`src/core/sspi_pkg.sv`:
```
// shared constants and types for the signal strength pwm indicator
package sspi_pkg;
  // clock rate and pwm timing
  localparam int CLK_HZ = 40000000;
  localparam int PWM_PERIOD_NS = 64000;
  localparam int PWM_STEPS = 445;
  localparam int PWM_STEP_NS = 144;
  // cycles per period, rounded down so a period never exceeds 64 us
  localparam int PERIOD_CYCLES = PWM_PERIOD_NS / 25;
  // hold timing
  localparam int HOLD_UNIT_MS = 100;
  localparam int HOLD_UNIT_CYCLES = (CLK_HZ / 1000) * HOLD_UNIT_MS;
  localparam logic [7:0] HOLD_RESET = 8'h28;
  localparam logic [7:0] HOLD_FOREVER = 8'hFF;
  localparam logic [7:0] HOLD_OFF = 8'h00;
  // output function selector codes
  localparam logic [1:0] FUNC_DISABLED = 2'h0;
  localparam logic [1:0] FUNC_STRENGTH = 2'h1;
  localparam logic [1:0] FUNC_RESET = 2'h1;
  // margin to duty mapping: duty steps = base + margin * slope / 10
  // 0 dB gives 24 %, each dB about 1.7 % of period
  localparam logic [8:0] DUTY_BASE_STEPS = 9'h06B;
  localparam logic [8:0] DUTY_MIN_STEPS = 9'h005;
  localparam logic [8:0] DUTY_MAX_STEPS = 9'h1BD;
  localparam int DUTY_SLOPE_X10 = 76;
  // received packet report
  typedef struct packed {
    logic valid;
    logic signed [7:0] margin_db;
  } sspi_packet_type;
endpackage

```
`src/core/sspi_duty_map.sv`:
```
// maps a strength margin in dB to a duty in pwm steps
`timescale 1ns/1ps
module sspi_duty_map (
  // clock and reset
  input wire logic clk,
  input wire logic resetn,
  // margin in, registered duty out
  input wire logic signed [7:0] margin_db,
  output logic [8:0] duty_steps
);
  import sspi_pkg::*;

  logic signed [15:0] scaled;
  logic signed [15:0] sum;
  logic [8:0] next_duty;

  // linear fit through 41/58/75 % at 10/20/30 dB
  assign scaled = (16'(margin_db) * 16'(DUTY_SLOPE_X10)) / 16'sd10;
  assign sum = $signed(16'(DUTY_BASE_STEPS)) + scaled;
  // below sensitivity still shows at least 1 %, never zero
  // bounds kept signed: an unsigned side would make a negative sum huge
  assign next_duty = (sum < $signed(16'(DUTY_MIN_STEPS))) ? DUTY_MIN_STEPS :
                     (sum > $signed(16'(DUTY_MAX_STEPS))) ? DUTY_MAX_STEPS :
                     sum[8:0];

  always_ff @(posedge clk or negedge resetn) begin
    if (!resetn) begin
      duty_steps <= 9'h000;
    end else begin
      duty_steps <= next_duty;
    end
  end
endmodule

```
`src/core/sspi_top.sv`:
```
// signal strength pwm indicator: hold timer and pwm output stage
// Notes on behaviour
// - period is 64 us split into 445 steps of about 144 ns.
// - at or below sensitivity use 1 to 24 percent, stronger up to 100.
// - zero duty, a constant low, means indicator inactive, or from the first packet to the period end.
// - 10, 20, 30 dB margin give 41, 58, 75 percent high time.
// - hold setting 1 to 0xFE keeps last packet duty for setting times 100 ms.
// - on hold expiry output goes low until another packet arrives or hold is set to 0xFF.
// - after reset output stays low until the first packet is received.
// - hold setting 0xFF never times out, always shows last packet.
// - hold setting spans 0 to 0xFF, resets to 0x28, four seconds.
// - waveform reaches the pulse pin only when function select is 1.
`timescale 1ns/1ps
module sspi_top #(
  parameter int HOLD_UNIT = sspi_pkg::HOLD_UNIT_CYCLES
) (
  // clock and reset
  input wire logic clk,
  input wire logic resetn,
  // radio receive path report, one-cycle valid per good packet
  input sspi_pkg::sspi_packet_type rx_packet,
  // configuration, from same-clock logic
  input wire logic [7:0] strength_indicator_hold_time,
  input wire logic [1:0] first_output_function_select,
  // indicator pin and state
  output logic first_pulse_output,
  output logic indicator_active
);
  import sspi_pkg::*;

  // strength path
  logic [8:0] mapped_duty;
  logic [8:0] pending_duty;
  logic [8:0] live_duty;
  logic pending_new;
  logic next_pending_new;
  logic latch_now;
  logic load_live;
  logic [8:0] next_live_duty;
  // period and step timing
  logic [11:0] period_cnt;
  logic [11:0] next_period_cnt;
  logic [11:0] sub_cnt;
  logic [11:0] next_sub_cnt;
  logic [8:0] step_cnt;
  logic [8:0] next_step_cnt;
  logic period_end;
  logic step_tick;
  logic step_last;
  // hold timing
  logic [31:0] unit_cnt;
  logic [31:0] next_unit_cnt;
  logic [7:0] units_left;
  logic [7:0] next_units_left;
  logic unit_tick;
  logic unit_dec;
  logic pkt_seen;
  logic hold_disabled;
  logic hold_forever;
  logic expired;
  // output stage
  logic live_on;
  logic func_on;
  logic below_duty;
  logic next_out;

  // registered mapper, so its duty trails the packet strobe by a cycle
  sspi_duty_map u_map (
    .clk(clk),
    .resetn(resetn),
    .margin_db(rx_packet.margin_db),
    .duty_steps(mapped_duty)
  );

  // strobe delayed to line up with the mapper output
  always_ff @(posedge clk or negedge resetn) begin
    if (!resetn) begin
      latch_now <= 1'b0;
    end else begin
      latch_now <= rx_packet.valid;
    end
  end

  // period counter: 2560 cycles of 25 ns is 64 us
  assign period_end = (period_cnt == 12'(PERIOD_CYCLES - 1));
  assign next_period_cnt = period_end ? 12'h000 : period_cnt + 12'h001;
  always_ff @(posedge clk or negedge resetn) begin
    if (!resetn) begin
      period_cnt <= 12'h000;
    end else begin
      period_cnt <= next_period_cnt;
    end
  end

  // step accumulator: adds 445 a cycle modulo 2560, one tick per wrap,
  // so exactly 445 steps fit each period; a 144 ns step is no whole
  // number of 25 ns cycles, so steps come out 5 or 6 cycles long
  assign step_tick = (sub_cnt >= 12'(PERIOD_CYCLES - PWM_STEPS));
  assign next_sub_cnt = period_end ? 12'h000 :
                        step_tick ? sub_cnt - 12'(PERIOD_CYCLES - PWM_STEPS) :
                        sub_cnt + 12'(PWM_STEPS);
  always_ff @(posedge clk or negedge resetn) begin
    if (!resetn) begin
      sub_cnt <= 12'h000;
    end else begin
      sub_cnt <= next_sub_cnt;
    end
  end

  // step index saturates on the last step; the period wrap restarts it
  assign step_last = (step_cnt == 9'(PWM_STEPS - 1));
  assign next_step_cnt = period_end ? 9'h000 :
                         (step_tick && !step_last) ? step_cnt + 9'h001 :
                         step_cnt;
  always_ff @(posedge clk or negedge resetn) begin
    if (!resetn) begin
      step_cnt <= 9'h000;
    end else begin
      step_cnt <= next_step_cnt;
    end
  end

  // new strength waits for the period boundary to avoid runt pulses;
  // a strobe on the boundary cycle itself goes live at once
  assign load_live = period_end && (pending_new || latch_now);
  assign next_live_duty = latch_now ? mapped_duty : pending_duty;
  assign next_pending_new = latch_now ? 1'b1 :
                            period_end ? 1'b0 : pending_new;
  // strength of each good packet, held until the boundary
  always_ff @(posedge clk or negedge resetn) begin
    if (!resetn) begin
      pending_duty <= 9'h000;
    end else if (latch_now) begin
      pending_duty <= mapped_duty;
    end
  end

  // pending flag, a new strobe wins over the boundary clear
  always_ff @(posedge clk or negedge resetn) begin
    if (!resetn) begin
      pending_new <= 1'b0;
    end else begin
      pending_new <= next_pending_new;
    end
  end

  // duty shown by the pin, changes only at a period start
  always_ff @(posedge clk or negedge resetn) begin
    if (!resetn) begin
      live_duty <= 9'h000;
    end else if (load_live) begin
      live_duty <= next_live_duty;
    end
  end

  // hold setting decode; 0 and 0xFF act at once, other values only
  // take effect when the next packet reloads the unit count
  assign hold_disabled = (strength_indicator_hold_time == HOLD_OFF);
  assign hold_forever = (strength_indicator_hold_time == HOLD_FOREVER);
  assign unit_tick = (unit_cnt == 32'(HOLD_UNIT - 1));
  assign unit_dec = unit_tick && (units_left != 8'h00) && !hold_forever;
  assign expired = (units_left == 8'h00) && !hold_forever;

  // unit counter restarts on each packet, so a hold is never cut short
  assign next_unit_cnt = (latch_now || unit_tick) ? 32'h00000000 :
                         unit_cnt + 32'h00000001;
  always_ff @(posedge clk or negedge resetn) begin
    if (!resetn) begin
      unit_cnt <= 32'h00000000;
    end else begin
      unit_cnt <= next_unit_cnt;
    end
  end

  // whole 8-bit range loads as is; 0x28 comes from the config source
  assign next_units_left = latch_now ? strength_indicator_hold_time :
                           unit_dec ? units_left - 8'h01 :
                           units_left;
  always_ff @(posedge clk or negedge resetn) begin
    if (!resetn) begin
      units_left <= 8'h00;
    end else begin
      units_left <= next_units_left;
    end
  end

  // first packet seen since reset
  always_ff @(posedge clk or negedge resetn) begin
    if (!resetn) begin
      pkt_seen <= 1'b0;
    end else if (latch_now) begin
      pkt_seen <= 1'b1;
    end
  end

  // active only after a packet and with a live hold, for any function select;
  // a packet after expiry shows the old duty until the period ends,
  // traded for never cutting a period short
  assign live_on = pkt_seen && !hold_disabled && !expired;
  assign func_on = (first_output_function_select == FUNC_STRENGTH);
  assign below_duty = (step_cnt < live_duty);
  assign next_out = live_on && func_on && below_duty;

  // pulse pin, registered so it never glitches
  always_ff @(posedge clk or negedge resetn) begin
    if (!resetn) begin
      first_pulse_output <= 1'b0;
    end else begin
      first_pulse_output <= next_out;
    end
  end

  // indicator state, registered alongside the pin
  always_ff @(posedge clk or negedge resetn) begin
    if (!resetn) begin
      indicator_active <= 1'b0;
    end else begin
      indicator_active <= live_on;
    end
  end
endmodule

```
`config.mk`:
```
export PLATFORM = sky130hd
export DESIGN_NAME = sspi_top
export DESIGN_NICKNAME = d
export VERILOG_FILES = /design/src/core/sspi_pkg.sv /design/src/core/sspi_duty_map.sv /design/src/core/sspi_top.sv
export SDC_FILE = /design/constraint.sdc
export NUM_CORES = 1
export LEC_CHECK = 0
export ABC_CLOCK_PERIOD_IN_PS = 4600
export CORE_MARGIN = 2
export CORE_UTILIZATION = 35
export DETAILED_ROUTE_END_ITERATION = 10
export DONT_BUFFER_PORTS = 1
export PLACE_DENSITY = 0.55
export SLEW_MARGIN = 25
export SYNTH_ARGS = -nofsm -noshare
export SYNTH_HDL_FRONTEND = slang
export SYNTH_SLANG_ARGS = --single-unit
```
`constraint.sdc`:
```
create_clock -name clk -period 4.6 [get_ports clk]
set_clock_uncertainty 0.05 [all_clocks]
set_input_delay 0.92 -clock clk [delete_from_list [all_inputs] [get_ports clk]]
set_output_delay 0.92 -clock clk [all_outputs]
set_load 0.005 [all_outputs]
```
==> results.toml <==
[yosys]
synth.yosys.seq_area_share_pct = 26.0
syn_area_um2 = 10100
yosysWarnings = 0
synth-seq-cells = 105
synth_flop_cell = "dfrtp_1"
synth_cell_types = 115
synth_edf_count = 0
synthCells = 1195
syn_nets = 1268
synth.avg_cell_area_um2 = 8.46
async_flop_share_pct = 100

[critical_path]
cp_top_family = "compound AO/OA/AOI/OAI gates"
cp-end-kind = "flip-flop"
startpoint_type = "primary input"
crit_slowest_cell = "or4_4"
required_ns = 4.83
path_max_fanout = 7
crit_type = "primary input to flip-flop"
slowest_delay_ns = 0.53
cp_data_arrival_time_ns = 12.44
cp_common_cell = "ha_4"
worst-path-buf-inv = 11

[clock_network]
htree_num_levels = 3
cts.path.max_buffers = 2
cts_buffers = 9
cts.sinks = 105
ctsHoldBuffers = 0
cts_tree = "done"
clock-root-buffer = "clkbuf_16"
clkSlewWorstSetupHoldPaths_ns = 0.07
insertion_delay_ns = 0.34

[placed_design]
place.gp.congestion = 0.889
dp.cells = 1864
portBuffers = 0
dp_hpwl_um = 23000

[timing]
fin_crit_ns = 12.21
drv_slew = 0
rsz0062_at_grt = "yes"
slew-limit-headroom_pct = 43.4
fmax_mhz = 81.9
setup_ws_ns = -7.61
finalCritPeriodShare_pct = 265
tightestPinTransition_ns = 0.843
finalHoldViolCount = 0
final-setup-viol-count = 9

[grt]
overflow = 0
antenna_found_initial = 0
grtUsageTotal_pct = 19.7
grt_max_degree = 106
first_global_vias = 10300
grt_pass1_wl_um = 50200

[run_status]
status = "complete, but fails checks"
violations = "setup timing"

[floorplanning]
dieArea_um2 = 30300
core_area_um2 = 28500
die_x_um = 174
initial_core_util_pct = 35.4
fp.dieH_um = 174
row_count = 62
io_pins = 23

[cells_and_area]
drive_above_1_share_pct = 42.1
fillers = 2691
syn2layout_area_growth_pct = 47.1
diodes = 0
stdcell_count = 1946
fin_nets = 1630

[detailed_routing]
vias_per_cell = 5.35
drc = 0
wl_per_cell_um = 15.5
drtIter0Drc = 686
first_pass_iters = 7
postRouteAntennaNets = 0
routed_wl_um = 30200
vias = 10400

[flow_run]
maxCapViolCount = 0

[worst_hold_path]
worst_hold_path_type = "primary input to async pin"
## worst reg2reg max path, cell delays in order (launching register included)
cell and delay [ns]:
dfrtp_1 0.42, or3_1 0.38, or3_1 0.36, a21o_1 0.23
o41ai_1 0.56, a31oi_1 0.23, and4_1 0.31, nand3_1 0.11
xor2_1 0.16, nor2_1 0.06
## cell usage after synthesis, drive strengths merged, types with 9 or more instances
library cell,number,area share (%)
nand2b,14,0.89
and3,25,1.6
dfrtp,105,26
o211ai,15,1.2
a211oi,20,1.8
xor2,56,5.2
and4,9,0.78
or2,11,0.68
a31oi,17,1.4
xnor2,55,5.0
inv,46,1.7
buf,16,0.82
nor2b,11,0.68
nor2,136,5.1
clkbuf,22,0.83
mux2i,15,1.6
ha,47,5.8
nand4,21,1.4
nor4,21,1.4
mux2,31,3.5
a21oi,54,3.0
o21a,15,1.1
nand2,94,3.5
a211o,9,0.78
nand3,45,2.3
or3,20,1.3
o31ai,12,1.3
o21ai,60,3.2
nor3,37,1.9
and2,19,1.2
## per-stage QoR
stage / area (µm²) / hold slack, ns / setup TNS, ns / setup slack (ns) / util [%]
6_report: 14900 / 0.219 / -67.87 / -7.61 / 52.1
5_1_grt: 14900 / 0.196 / -72.47 / -8.12 / 52.1
4_1_cts: 14200 / 0.201 / -67.56 / -7.55 / 49.7
3_5_place_dp: 13300 / 0.396 / -75.02 / -8.39 / 46.5
3_3_place_gp: 13300 / 0.391 / -74.05 / -8.26 / 46.5
2_1_floorplan: 10600 / 0.374 / -69.84 / -7.80 / -
## state kept, by name (all words and copies together) (netlist names)
| signal | count |
|---|---|
| first_pulse_output | 1 |
| pkt_seen | 1 |
| indicator_active | 1 |
| sub_cnt | 12 |
| pending_duty | 9 |
| units_left | 8 |
| latch_now | 1 |
| period_cnt | 12 |
| unit_cnt | 32 |
| live_duty | 9 |
| pending_new | 1 |
| u_map.duty_steps | 9 |
| step_cnt | 9 |
## final cells by class
cell class              instances  area, µm²  area share (%)
inverters                      46        173            1.16
clock inverters                 6       67.6           0.454
well taps                     384        480            3.23
flip-flops and latches        105       2630            17.7
multi-input cells            1007       8320            55.9
repair buffers                388       2980            20.0
clock buffers                  10        229            1.54
## layer usage
layer  track usage (%)  vias up  share of wire [%]
met1              26.1     5063                 46
met5                 0        -                  0
li1                  -     5160                  -
met2              35.1      153                 50
met3              1.27       30                1.9
met4              4.48        0                1.5
## logic make-up after synthesis
kind of cell	Yosys count	share of synthesized area, %
simple gates	485	24.5
xor+xnor	111	10.2
flops	105	26.0
buf+inv	84	3.35
compound gates	312	24.1
fa+ha+maj	52	6.81
mux	46	5.05
## path summary, 6_finish.rpt
check | cells past startpoint | slack [ns] | start | end
max | 62 | -7.61 | rx_packet[5] | u_map.duty_steps[1]
min in group clk | 1 | 0.40 | sub_cnt[0] | sub_cnt[0]
min reg2reg | 1 | 0.40 | sub_cnt[0] | sub_cnt[0]
max in group asynchronous | 0 | 4.13 | resetn | unit_cnt[11]
min | 0 | 0.22 | resetn | live_duty[8]
max reg2reg | 9 | 1.60 | sub_cnt[2] | step_cnt[5]
## what timing repair did
action	in CTS	in global routing
gates resized for setup	62	97
buffers inserted	40	24
setup endpoints to repair	9	9
cloned	0	2
pin swaps	51	52
## layout by cell type (no fill, tap or decap), types with 13 or more instances in the layout
master,count
and2_1,13
nand2_1,84
xor2_1,48
inv_1,39
dfrtp_1,105
and3_1,23
o211ai_1,14
nand4_1,20
nor3_1,27
a21oi_1,34
mux2_2,25
xnor2_1,47
nor2_1,123
ha_1,33
nor4_1,17
buf_4,374
o21ai_0,35
or3_1,15
nand3_1,39
o21a_1,14
Power is left out: the tool's default activity adds up to more than one toggle a clock period on the data nets, which glitch-free logic cannot reach.
